## config.mk

```make
export PLATFORM = sky130hd
export DESIGN_NAME = gcr_top
export DESIGN_NICKNAME = d
export VERILOG_FILES = /design/src/design/gcr_pkg.sv /design/src/design/gcr_top.sv
export SDC_FILE = /design/constraint.sdc
export NUM_CORES = 1
export LEC_CHECK = 0
export BUFFER_PORTS_ARGS = -buffer_cell sky130_fd_sc_hd__buf_2
export CORE_AREA = 2 2 156 82
export DETAILED_ROUTE_END_ITERATION = 12
export DIE_AREA = 0 0 158 84
export GPL_TIMING_DRIVEN = 0
export HOLD_SLACK_MARGIN = 0.08
export PLACE_DENSITY_LB_ADDON = 0.05
export REMOVE_ABC_BUFFERS = 1
export SKIP_LAST_GASP = 1
export SLEW_MARGIN = 25
export SYNTH_ARGS = -nofsm -noshare
export SYNTH_HDL_FRONTEND = slang
export SYNTH_SLANG_ARGS = --single-unit
```

## constraint.sdc

```tcl
create_clock -name clk_sys -period 2.3 [get_ports clk_sys]
set_input_delay 0.575 -clock clk_sys [delete_from_list [all_inputs] [get_ports clk_sys]]
set_output_delay 0.575 -clock clk_sys [all_outputs]
set_load 0.03 [all_outputs]
```

## src/design/gcr_pkg.sv

```systemverilog
// Constants, state type and helper functions for the graphics command block.
package gcr_pkg;

  // Register select codes carried on bus address bits 15:14.
  localparam logic [1:0] GCR_SEL_XY   = 2'h0;  // X or Y registers; a read here still advances the read latch.
  localparam logic [1:0] GCR_SEL_CMD  = 2'h1;  // Command registers, chosen by bits 2:1.
  localparam logic [1:0] GCR_SEL_SRC  = 2'h2;  // Source register load.
  localparam logic [1:0] GCR_SEL_MASK = 2'h3;  // Mask register load.

  // Command register codes carried on bus address bits 2:1.
  localparam logic [1:0] GCR_CMD_FUNC  = 2'h0;  // Raster function register.
  localparam logic [1:0] GCR_CMD_WIDTH = 2'h1;  // Operation width register.
  localparam logic [1:0] GCR_CMD_CTRL  = 2'h2;  // Display control register.
  localparam logic [1:0] GCR_CMD_CLEAR = 2'h3;  // Interrupt clear strobe.

  // Bus address field positions.
  localparam int GCR_ADDR_SEL_MSB = 15;  // Top bit of the register select field.
  localparam int GCR_ADDR_SEL_LSB = 14;  // Low bit of the register select field.
  localparam int GCR_ADDR_CMD_MSB = 2;   // Top bit of the command select field.
  localparam int GCR_ADDR_CMD_LSB = 1;   // Low bit of the command select field.

  // Display control field positions.
  localparam int GCR_CTRL_IRQ_EN = 8;   // Interrupt generation enable.
  localparam int GCR_CTRL_VIDEO  = 9;   // Video output enable.
  localparam int GCR_CTRL_LVL_LSB = 13; // Interrupt line select, bits 15:13.
  localparam int GCR_CTRL_LVL_MSB = 15; // Top of the interrupt line select.

  // Width register layout; zero or anything above the maximum means full word.
  localparam int          GCR_WIDTH_BITS = 5;      // Stored width field size.
  localparam logic [4:0]  GCR_WIDTH_MAX  = 5'h10;  // Sixteen pixels per word.
  localparam logic [15:0] GCR_WORD_ONES  = 16'hFFFF;  // All bits of a bus word.

  // Whole state of the block, held as one packed record.
  typedef struct packed {
    logic [7:0]  func;   // Raster function code.
    logic [4:0]  width;  // Operation width as written.
    logic [15:0] ctrl;   // Display control register.
    logic [15:0] src;    // Source register.
    logic [15:0] mask;   // Mask register.
    logic [15:0] latch;  // Read data latch driven to the bus.
    logic        pend;   // Vertical blank interrupt pending.
  } gcr_state_t;

  // Everything clears at reset.
  localparam gcr_state_t GCR_STATE_RST = '0;

  // Effective pixel count, 1 to 16.
  function automatic logic [4:0] gcr_eff_width(input logic [4:0] w);
    gcr_eff_width = (w == 5'h00 || w > GCR_WIDTH_MAX) ? GCR_WIDTH_MAX : w;
  endfunction : gcr_eff_width

  // High-order justified mask with the top n bits set.
  function automatic logic [15:0] gcr_valid_mask(input logic [4:0] w);
    gcr_valid_mask = ~(GCR_WORD_ONES >> gcr_eff_width(w));
  endfunction : gcr_valid_mask

endpackage : gcr_pkg

```

## src/design/gcr_top.sv

```systemverilog
// Command registers, vertical blank interrupt and pipelined read-back path.
`timescale 1ns/1ps
`default_nettype none

// Contract
// - Width limits source load and pixels updated.
// - Control bit 8 gates interrupt generation.
// - Control bit 9 enables video output.
// - Interrupt raised once per vertical blank.
// - Control bits 15:13 pick interrupt line.
// - Command access with bits 2:1 clears interrupt.
// - Reads return source; mask only via copies.
// - Read data high-justified, width sets valid bits.
// - Read cycle loads frame data into source.
// - Read returns latch from previous read.
// - Shifter realigns unaligned fetched pixels.
// - Select 01 decodes bits 2:1 to registers.
// - Source/mask load from frame on read, bus on write.
module gcr_top
  import gcr_pkg::*;
(
  input  wire logic        clk_sys,        // System clock, 100 MHz.
  input  wire logic        srst,           // Synchronous reset, active high.
  input  wire logic [15:1] bus_addr,       // Word address bits of the access.
  input  wire logic        bus_wr,         // One-cycle write strobe.
  input  wire logic        bus_rd,         // One-cycle read strobe.
  input  wire logic [15:0] bus_wdata,      // Write data from the master.
  output logic      [15:0] bus_rdata,      // Read data latch, held between reads.
  input  wire logic [15:0] fb_rdata,       // Frame buffer word at the current XY spot.
  input  wire logic [3:0]  fb_bit_offset,  // Bit offset of the XY spot in that word.
  input  wire logic        vblank_start,   // One-cycle pulse at vertical blank.
  output logic      [7:0]  bint,           // Bus interrupt lines, active high.
  output logic             video_en,       // Video output enable.
  output logic      [7:0]  raster_func,    // Raster function code.
  output logic      [4:0]  op_pixels,      // Pixels one update modifies, 1 to 16.
  output logic      [15:0] mask_word       // Mask register contents.
);

  // The whole register file sits in one record, so reset and the next-state
  // copy stay in step field by field.
  gcr_state_t s_q;  // Registered state.
  gcr_state_t s_d;  // Next state.

  logic [1:0]  sel;         // Register select field of the access.
  logic [1:0]  cmd;         // Command register select field.
  logic [15:0] width_mask;  // Valid bits for the current width.
  logic [15:0] fb_aligned;  // Frame word shifted to the high end.
  logic        clear_hit;   // Access addressed to the interrupt clear.

  // Address fields and the shared datapath terms.
  always_comb begin
    sel        = bus_addr[GCR_ADDR_SEL_MSB:GCR_ADDR_SEL_LSB];
    cmd        = bus_addr[GCR_ADDR_CMD_MSB:GCR_ADDR_CMD_LSB];
    // The mask comes from the stored width, so a width write only affects
    // accesses from the next cycle on.
    width_mask = gcr_valid_mask(s_q.width);
    // Moving the addressed pixel to bit 15 keeps the data high-justified.
    // Bits pushed past bit 15 are lost, which is the intended trim.
    fb_aligned = fb_rdata << fb_bit_offset;
    // The clear works on reads as well, so polling software can use either.
    clear_hit  = (bus_wr || bus_rd) && sel == GCR_SEL_CMD && cmd == GCR_CMD_CLEAR;
  end

  // Next-state logic for every register of the block.
  always_comb begin
    s_d = s_q;
    if (bus_wr) begin
      // A write wins when both strobes are high, since the master never asks
      // for both and the write is the access that changes state.
      // Writes load from the data bus.
      unique case (sel)
        GCR_SEL_XY: begin
          // X and Y registers sit outside this block.
        end
        GCR_SEL_CMD: begin
          // Bits 2:1 choose the command register.
          unique case (cmd)
            GCR_CMD_FUNC:  s_d.func  = bus_wdata[7:0];
            GCR_CMD_WIDTH: s_d.width = bus_wdata[GCR_WIDTH_BITS-1:0];
            GCR_CMD_CTRL:  s_d.ctrl  = bus_wdata;
            GCR_CMD_CLEAR: begin
              // Handled with the pending flag below.
            end
          endcase
        end
        GCR_SEL_SRC:  s_d.src  = bus_wdata & width_mask;
        GCR_SEL_MASK: s_d.mask = bus_wdata & width_mask;
      endcase
    end else if (bus_rd) begin
      // Every read advances the latch whatever it selects, so software may use
      // any read address for the extra pipeline read.
      // The latch takes the source as it stood before this read, so the bus
      // shows after each read the source as the last source read or source write before that read left it.
      s_d.latch = s_q.src & width_mask;
      unique case (sel)
        // A source read fetches the frame word, trimmed to the width.
        GCR_SEL_SRC:  s_d.src  = fb_aligned & width_mask;
        // A mask read loads the mask from the frame buffer.
        GCR_SEL_MASK: s_d.mask = fb_aligned & width_mask;
        GCR_SEL_XY, GCR_SEL_CMD: begin
          // Other reads advance the latch; a clear read also drops the pending flag below.
        end
      endcase
    end
    // Clear first, then set, so a blank in the clear cycle is kept.
    if (clear_hit) begin
      s_d.pend = 1'b0;
    end
    // One request per vertical blank while enabled.
    if (vblank_start && s_q.ctrl[GCR_CTRL_IRQ_EN]) begin
      s_d.pend = 1'b1;
    end
  end

  // A synchronous reset keeps the block in one timing path; the price is
  // that reset needs a running clock.
  // State register with synchronous reset.
  always_ff @(posedge clk_sys) begin
    if (srst) begin
      s_q <= GCR_STATE_RST;
    end else begin
      s_q <= s_d;
    end
  end

  // The pending flag survives a disable and only the lines are masked, so a
  // blank seen before the disable shows again once interrupts return.
  // Outputs; the interrupt line decode keeps a disabled block silent.
  always_comb begin
    bint = 8'h00;
    if (s_q.pend && s_q.ctrl[GCR_CTRL_IRQ_EN]) begin
      bint[s_q.ctrl[GCR_CTRL_LVL_MSB:GCR_CTRL_LVL_LSB]] = 1'b1;
    end
  end

  // The data outputs come straight from the state record, except op_pixels, which goes through gcr_eff_width.
  assign bus_rdata   = s_q.latch;
  assign video_en    = s_q.ctrl[GCR_CTRL_VIDEO];
  assign raster_func = s_q.func;
  assign op_pixels   = gcr_eff_width(s_q.width);
  assign mask_word   = s_q.mask;

  logic ctrl_wr;  // Write to the display control register.
  assign ctrl_wr = bus_wr && sel == GCR_SEL_CMD && cmd == GCR_CMD_CTRL;
endmodule : gcr_top

`default_nettype wire

```

==> out/metrics.yaml, run 1 <==
clocking:
  clk_latency_ns: 0.34
  path_clk_slew_ns: 0.06
  h-tree-depth: 3
  cts_hold_buf: 0
  cts.sinks: 67
  clock-root-buffer: "clkbuf_16"
  cts_tree: "done"
  numCtsBuffers: 9
  cts_max_path_buffers: 2
timing:
  fmax_ghz: 0.451
  finalHoldWorstSlack_ns: 0.447
  relSlewSlack: 0.477
  report.final.slew_viol_count: 0
  layout_setup_ws_ns: 0.0815
  hold_viol: 0
  tightest_slew_ns: 0.780
  finalCriticalPeriod_ns: 2.22
  min_period_over_period: 0.965
  setup_viol: 0
  clock_skew_ns: 0.00505
run_status:
  status: "finished, final reports clean"
pwr:
  vdd_drop_max_v: 0.000321
  powerDensity_nw_per_um2: 696
  power.total_uw: 3300
  p_leak_uw: 0.00197
place:
  placed_cell_area_sq_um: 4320
  post-dp-hpwl_um: 9470
  place.gp.congestion: 0.929
  port_buffers: 98
  dp_slack_ns: -0.301
die:
  core_sq_um: 12100
  die_area_sq_um: 13300
  core.rowCount: 29
  floorplan.initialDensity: 0.336
  fp.dieW_um: 158
  io_pins: 110
  die_y_um: 84
synthesis:
  synth-seq-area-share: 0.330
  synth_seq_cells: 67
  synth_area_sq_um: 4070
  ys_types: 58
  async_reset_ff_frac: 0
  ys.flop_type: "dfxtp_1"
  synth_edf_count: 0
  syn_area_per_cell_sq_um: 8.25
  yosysWarnings: 0
  syn_inst: 493
worst_setup_path:
  cp-end-kind: "output pin"
  cp_data_arrival_time_ns: 1.64
  cpPeakStageDelay_ns: 0.37
  cp_cell_sequence: "nor2_2 -> nand2_1 -> ha_2 -> nand2b_4 -> inv_1 -> buf_2"
  crit_type: "reg -> out"
  start_kind: "register"
  r2r.worst_path.cells: 8
  worstPathRequired_ns: 1.73
  worst_path_max_delay_cell: "dfxtp_2"
  path_max_fanout: 6
routing:
  wirelength_um: 13100
  final_antenna_net_count: 0
  vias: 3749
  drc: 0
  dr.pass1.iters: 5
  routedWlPerCell_um: 18.4
  viasPerCell: 5.29
  drt_iter0_drc: 256
final_layout:
  fin_nets: 591
  drive_gt1_frac: 0.288
  area_delta_synth_final_pct: 16.6
  layout_common_cells: "buf_2 (95), nand2_1 (65), dfxtp_1 (65)"
  final_common_cell: "buf_2"
  antennaDiodeCount: 0
  fin_area_sq_um: 4740
  fillers: 1291
  utilization: 0.391
global_route:
  grt_use_total: 0.199
  grt_antenna_before_repair: 0
  grt_pass1_wl_um: 19700
  grt_pass1_vias: 3412
  grt_max_degree: 74
  grt-ovfl-total: 0
flow_run:
  maxCapViolCount: 0
hold_path:
  hold_depth: 2
  hold_class: "reg -> reg"
## Yosys cell counts, types with 3 or more instances
| cell | n | area, sq um |
|---|---|---|
| a211oi_1 | 3 | 22.5 |
| a21oi_1 | 43 | 215 |
| a22oi_1 | 5 | 37.5 |
| a32oi_1 | 6 | 52.6 |
| buf_4 | 40 | 300 |
| clkbuf_1 | 23 | 86.3 |
| dfxtp_1 | 67 | 1340 |
| inv_1 | 8 | 30.0 |
| mux2_2 | 4 | 45.0 |
| mux2i_1 | 28 | 280 |
| mux4_1 | 5 | 131 |
| mux4_2 | 7 | 158 |
| nand2_1 | 65 | 244 |
| nand2b_1 | 8 | 50.1 |
| nand3_1 | 35 | 175 |
| nand3b_1 | 10 | 75.1 |
| nor2_1 | 52 | 195 |
| nor2b_1 | 6 | 37.5 |
| nor3_1 | 6 | 30.0 |
| nor3b_1 | 3 | 22.5 |
| o211ai_1 | 3 | 22.5 |
| o21a_1 | 3 | 22.5 |
| o21ai_0 | 11 | 55.1 |
| o21ai_1 | 3 | 15.0 |
| o31ai_1 | 5 | 37.5 |
## per-layer routing
layer  global-route usage  wire [um]  up-vias
met2                0.253       4950      135
met3               0.0540        971        8
met1                0.322       7070     1807
li1                     -          -     1799
met5                    0          0        -
met4               0.0401         83        0
## power breakdown
part	switching, uW	leakage, uW	total [uW]	internal (uW)
logic	303	0.00126	468	165
registers	15.7	0.000543	1200	1190
clock network	562	0.000166	1630	1070
## cell families after synthesis
family,synth area share
buffers and inverters,0.122
multiplexers,0.154
AND/OR/NAND/NOR,0.233
adder cells (fa/ha/maj),0.00308
flip-flops,0.330
AO/OA/AOI/OAI,0.159
## worst max-delay path, delay by kind of cell (launching register included)
family	cells	cell delay (ns)
adders and majority gates	1	0.36
and+or+nand+nor	3	0.35
DFF	1	0.37
buffers and inverters	2	0.23
## final cells by class
cell class                 count  area, sq um  area share
timing repair buffer         101          520       0.110
clock inverter                 7          124      0.0261
sequential                    67         1340       0.283
clock buffer                   9          225      0.0475
multi-input combinational    347         2290       0.482
inverter                       8         30.0     0.00633
tap                          170          213      0.0448
## stage by stage
| stage | instances | TNS, ns |
|---|---|---|
| finish | 709 | 0 |
| global route | 709 | -0.000964 |
| CTS | 705 | -0.0279 |
| detailed placement | 689 | -5.26 |
| global placement | 689 | -28.10 |
| floorplan | 421 | 0 |
## sequential cells by signal, indices dropped and copies added, names as in the netlist
name         flops
bus_rdata       16
raster_func      8
video_en         1
mask_word       16
s_q             26
## worst paths after layout
| kind | startpoint | endpoint | slack (ns) |
|---|---|---|---|
| max reg2reg | s_q[66] | mask_word[11] | 0.21 |
| min reg2reg | bus_rdata[7] | bus_rdata[7] | 0.45 |
| min | bus_rdata[7] | bus_rdata[7] | 0.45 |
| max | s_q[66] | op_pixels[3] | 0.08 |
## what timing repair did
item                                    4_1_cts  5_1_grt
gates cloned                                  0        1
resized for setup                             6        8
buffers inserted                              0        3
endpoints found under the setup margin        3       17
Power figures use the tool's default switching activity.
==> inputs of run 2 (changes only) <==
--- a/config.mk
+++ b/config.mk
@@ -6,9 +6,11 @@
 export NUM_CORES = 1
 export LEC_CHECK = 0
 export BUFFER_PORTS_ARGS = -buffer_cell sky130_fd_sc_hd__buf_2
-export CORE_AREA = 2 2 156 82
+export CELL_PAD_IN_SITES_DETAIL_PLACEMENT = 1
+export CELL_PAD_IN_SITES_GLOBAL_PLACEMENT = 2
+export CORE_AREA = 2 2 168 88
 export DETAILED_ROUTE_END_ITERATION = 12
-export DIE_AREA = 0 0 158 84
+export DIE_AREA = 0 0 170 90
 export GPL_TIMING_DRIVEN = 0
 export HOLD_SLACK_MARGIN = 0.08
 export PLACE_DENSITY_LB_ADDON = 0.05
==> run 2 against run 1 <==
- clock skew increased by 0.0041 ns
- die area up 15%
- register-to-register slack is essentially flat
- non-clock buffer count shrank 1
- sequential share of layout area up 0.34 points
- cell area decreased by 1.1%
- hold slack gained 0.0029 ns
- routed wire length up 9.3%
- critical endpoint unchanged
- utilization fell by 5.5 points
- final cell count rose by 1.4%
- sequential cell count did not move
==> out/metrics.yaml, run 2 (synthesis results as in run 1) <==
worst_setup_path:
  cp-end-kind: "output pin"
  critPathTopFamily: "simple AND/OR/NAND/NOR gates"
  cpPeakStageDelay_ns: 0.37
  crit_buf_inv: 2
  r2r.worst_path.cells: 9
  r2r_end: "mask_word[9]"
  cp_data_arrival_time_ns: 1.64
  worstPathRequired_ns: 1.73
  reg2reg_slack_ns: 0.22
  reg2reg_from: "s_q[66]"
  start_kind: "register"
  worst_path_max_delay_cell: "dfxtp_2"
  path_max_fanout: 6
  cp_cell_sequence: "nor2_2 -> nand2_1 -> ha_4 -> nand2b_4 -> inv_1 -> clkbuf_4"
  crit_type: "reg -> out"
final_layout:
  regMostFlops: "s_q"
  fin_nets: 590
  layout_common_cells: "buf_2 (94), nand2_1 (65), dfxtp_1 (64)"
  utilization: 0.336
  seq_area_sq_um: 1350
  multi_input_area_sq_um: 2300
  drive_gt1_frac: 0.288
  antennaDiodeCount: 0
  final_cells: 719
  fillers: 1660
  largest_reg_flops: 26
  area_delta_synth_final_pct: 15.3
  final_common_cell: "buf_2"
routing:
  vias: 3695
  drc: 0
  routedWlPerCell_um: 19.9
  drt_iter0_drc: 206
  dr.pass1.iters: 4
  viasPerCell: 5.14
  final_antenna_net_count: 0
  wirelength_um: 14300
global_route:
  grt-ovfl-total: 0
  grt_antenna_before_repair: 0
  grt_pass1_vias: 3691
  grt_use_total: 0.190
  grt_max_degree: 74
  grt_pass1_wl_um: 21900
hold_path:
  holdPathEnd: "mask_word[14]"
  hold_depth: 2
  hold_class: "reg -> reg"
  min_from: "mask_word[14]"
clocking:
  numCtsBuffers: 9
  h-tree-depth: 3
  clock-root-buffer: "clkbuf_16"
  clk_latency_ns: 0.34
  cts_tree: "done"
  path_clk_slew_ns: 0.06
  cts.sinks: 67
  cts_max_path_buffers: 2
  cts_hold_buf: 0
timing:
  tns_ns: 0
  relSlewSlack: 0.455
  clock_skew_ns: 0.00919
  tightest_slew_ns: 0.813
  setup_viol: 0
  finalHoldWorstSlack_ns: 0.450
  report.final.slew_viol_count: 0
  hold_viol: 0
  rsz0062_at_grt: "yes"
  finalCriticalPeriod_ns: 2.22
  fmax_ghz: 0.451
  min_period_over_period: 0.965
pwr:
  vdd_drop_max_v: 0.000255
  power.total_uw: 3000
  powerDensity_nw_per_um2: 640
  p_leak_uw: 0.00194
place:
  port_buffers: 98
  place.gp.congestion: 0.858
  post-dp-hpwl_um: 10600
  dpl.cell_count: 700
die:
  floorplan.initialDensity: 0.291
  io_pins: 110
  die_y_um: 90
  fp.dieW_um: 170
  die_area_sq_um: 15300
  core_sq_um: 14000
  core.rowCount: 31
flow_run:
  maxCapViolCount: 0
run_status:
  status: "finished, final reports clean"
run 2: cell count changes in the layout (fill, tap and decap cells not counted):
cell        change
ha_2            -1
buf_2           -1
clkinv_2        +2
bufinv_16       -3
ha_4            +1
dfxtp_1         -1
inv_6           +1
o21ai_1         +1
clkinv_4        -1
clkinvlp_4      +1
o21ai_0         -1
dfxtp_2         +1
run 2: layer usage:
layer / up-vias / share of wire / GRT usage
met5: - / 0 / 0
met4: 0 / 0.0086 / 0.0420
met3: 11 / 0.077 / 0.0616
met2: 103 / 0.38 / 0.251
li1: 1794 / - / -
met1: 1787 / 0.54 / 0.292
run 2: worst max-delay path by stage:
| stage | from | end | slack [ns] | cells after the start |
|---|---|---|---|---|
| finish | s_q[66] | op_pixels[3] | 0.08 | 6 |
| detailed placement | fb_bit_offset[0] | s_q[38] | -0.43 | 6 |
| CTS | s_q[65] | op_pixels[3] | -0.03 | 6 |
| floorplan | bus_rd | mask_word[14] | 0.20 | 5 |
| global placement | bus_wr | mask_word[5] | -1.65 | 6 |
| global route | s_q[66] | op_pixels[3] | -0.02 | 6 |
run 2: repair_timing:
| action | 4_1_cts | 5_1_grt |
|---|---|---|
| cloned | 0 | 1 |
| pin swaps | 0 | 1 |
| endpoints found under the setup margin | 7 | 16 |
| buffers inserted | 0 | 2 |
| gates resized for setup | 11 | 7 |
run 2: worst reg2reg max path, delay by kind of cell, from the launching register on:
family,cells,cell delay (ns)
and+or+nand+nor,5,0.79
DFF,1,0.37
AOI/OAI and AO/OA,2,0.31
adders and majority gates,1,0.30
buffers and inverters,1,0.15
run 2: metrics by stage:
| step | area, sq um | worst slack [ns] |
|---|---|---|
| CTS | 4640 | -0.0290 |
| floorplan | 3600 | 0.197 |
| detailed placement | 4330 | -0.427 |
| global route | 4690 | -0.0185 |
| global placement | 4320 | -1.65 |
| finish | 4690 | 0.0814 |
run 2: report_power, final:
group	internal, uW	total [uW]	switching [uW]
Clock	735	1320	587
Sequential	1190	1210	16.3
Combinational	167	475	308
run 2: area by class of cell:
class	instances	share of cell area
flip-flops and latches	67	0.287
repair buffers	100	0.110
clock buffers	9	0.0480
clock inverters	7	0.0109
multi-input cells	347	0.490
inverters	8	0.00640
well taps	181	0.0483
==> inputs of run 3 (changes only) <==
--- a/config.mk
+++ b/config.mk
@@ -8,9 +8,9 @@
 export BUFFER_PORTS_ARGS = -buffer_cell sky130_fd_sc_hd__buf_2
 export CELL_PAD_IN_SITES_DETAIL_PLACEMENT = 1
 export CELL_PAD_IN_SITES_GLOBAL_PLACEMENT = 2
-export CORE_AREA = 2 2 168 88
+export CORE_AREA = 2 2 120 122
 export DETAILED_ROUTE_END_ITERATION = 12
-export DIE_AREA = 0 0 170 90
+export DIE_AREA = 0 0 122 124
 export GPL_TIMING_DRIVEN = 0
 export HOLD_SLACK_MARGIN = 0.08
 export PLACE_DENSITY_LB_ADDON = 0.05
==> run 3 against run 2 <==
- routed wire length is 6.6% lower
- total power is 1.6% lower
- largest power group unchanged
- die area is 1.1% lower
- critical path type is now in -> reg
- highest routed layer unchanged
==> out/metrics.yaml, run 3 (synthesis results as in run 1) <==
global_route:
  grt_antenna_before_repair: 0
  grt_use_total: 0.190
  grt_max_degree: 74
  grt-ovfl-total: 0
  grt_pass1_vias: 3663
  grt_pass1_wl_um: 21100
worst_setup_path:
  path_max_fanout: 25
  worst_path_max_delay_cell: "nor2b_4"
  critPathTopFamily: "simple AND/OR/NAND/NOR gates"
  worstPathRequired_ns: 2.56
  crit_buf_inv: 1
  crit_type: "in -> reg"
  cp-end-kind: "register"
  cpPeakStageDelay_ns: 0.60
  start_kind: "input port"
  cp_cell_sequence: "buf_2 -> nor2b_4 -> nand2_1 -> o21ai_0 -> nand3_1 -> a21oi_1"
  cp_data_arrival_time_ns: 2.46
timing:
  report.final.slew_viol_count: 0
  fmax_ghz: 0.456
  rsz0062_at_grt: "yes"
  clock_skew_ns: 0.00605
  min_period_over_period: 0.954
  finalCriticalPeriod_ns: 2.19
  layout_setup_ws_ns: 0.105
  tightest_slew_ns: 0.822
  hold_viol: 0
  setup_viol: 0
  tns_ns: 0
  relSlewSlack: 0.444
place:
  port_buffers: 98
  placed_cell_area_sq_um: 4340
  place.gp.congestion: 0.821
  dp_slack_ns: -0.362
  post-dp-hpwl_um: 9810
routing:
  drc: 0
  vias: 3683
  wirelength_um: 13300
  viasPerCell: 5.16
  dr.pass1.iters: 4
  final_antenna_net_count: 0
  drt_iter0_drc: 200
  routedWlPerCell_um: 18.7
final_layout:
  layout_common_cells: "buf_2 (95), nand2_1 (65), dfxtp_1 (65)"
  regMostFlops: "s_q"
  antennaDiodeCount: 0
  area_delta_synth_final_pct: 14.4
  final_common_cell: "buf_2"
  largest_reg_flops: 26
  fin_nets: 588
  drive_gt1_frac: 0.275
  fin_area_sq_um: 4650
clocking:
  cts.sinks: 67
  numCtsBuffers: 9
  clk_latency_ns: 0.34
  path_clk_slew_ns: 0.06
  cts_tree: "done"
  h-tree-depth: 3
  clock-root-buffer: "clkbuf_16"
  cts_max_path_buffers: 2
hold_path:
  hold_class: "reg -> reg"
die:
  io_pins: 110
  die_y_um: 124
  die_area_sq_um: 15100
  floorplan.initialDensity: 0.296
  fp.dieW_um: 122
  core_sq_um: 13700
  core.rowCount: 43
run_status:
  status: "finished, final reports clean"
pwr:
  power.total_uw: 2950
  vdd_drop_max_v: 0.000288
  p_leak_uw: 0.00192
  powerDensity_nw_per_um2: 635
flow_run:
  maxCapViolCount: 0
==> run 3: power breakdown <==
part           internal (uW)  switching, uW  leakage [uW]
clock                    774            511      0.000131
combinational            165            298       0.00125
sequential              1190           15.1      0.000543
total                   2130            824       0.00192
==> run 3: area by class of cell <==
cell class              instances  area, sq um
multi-input cells             346         2280
flip-flops and latches         67         1340
clock inverters                 2         12.5
repair buffers                 99          505
inverters                       8         30.0
fillers                      1679         9070
clock buffers                  12          256
well taps                     180          225
==> run 3: path summary, 6_finish.rpt <==
check	startpoint	endpoint	slack, ns	cells after the start
max	bus_wr	s_q[38]	0.11	6
min	bus_rdata[8]	bus_rdata[8]	0.45	2
max reg2reg	s_q[67]	mask_word[13]	0.26	9
min reg2reg	bus_rdata[8]	bus_rdata[8]	0.45	2
==> run 3: timing repair <==
action | CTS | global route
hold buffers | 0 | 0
gates resized for setup | 7 | 5
setup endpoints to repair | 5 | 19
setup buffers | 0 | 1
==> run 3: routing by layer <==
metal / wire length, um / vias to the layer above / track usage
li1: - / 1796 / -
met2: 6310 / 67 / 0.309
met1: 6480 / 1810 / 0.254
met3: 408 / 10 / 0.0339
met5: 0 / - / 0
met4: 149 / 0 / 0.0632
==> run 3: worst reg2reg max path, cell delays in order, from the launching register on <==
cell      delay (ns)
dfxtp_1         0.37
nor2_2          0.13
nand2_1         0.10
ha_4            0.24
nand2b_4        0.15
buf_4           0.17
nand3_1         0.19
a21o_1          0.23
nand4_2         0.17
o31ai_2         0.22
==> run 3: stage by stage <==
| step | util | std cells | hold slack, ns |
|---|---|---|---|
| after global placement | 0.315 | 699 | 0.437 |
| final | 0.339 | 714 | 0.446 |
| after global routing | 0.339 | 714 | 0.470 |
| after detailed placement | 0.316 | 699 | 0.445 |
| after CTS | 0.337 | 713 | 0.452 |
| after floorplan | - | 421 | 0.426 |
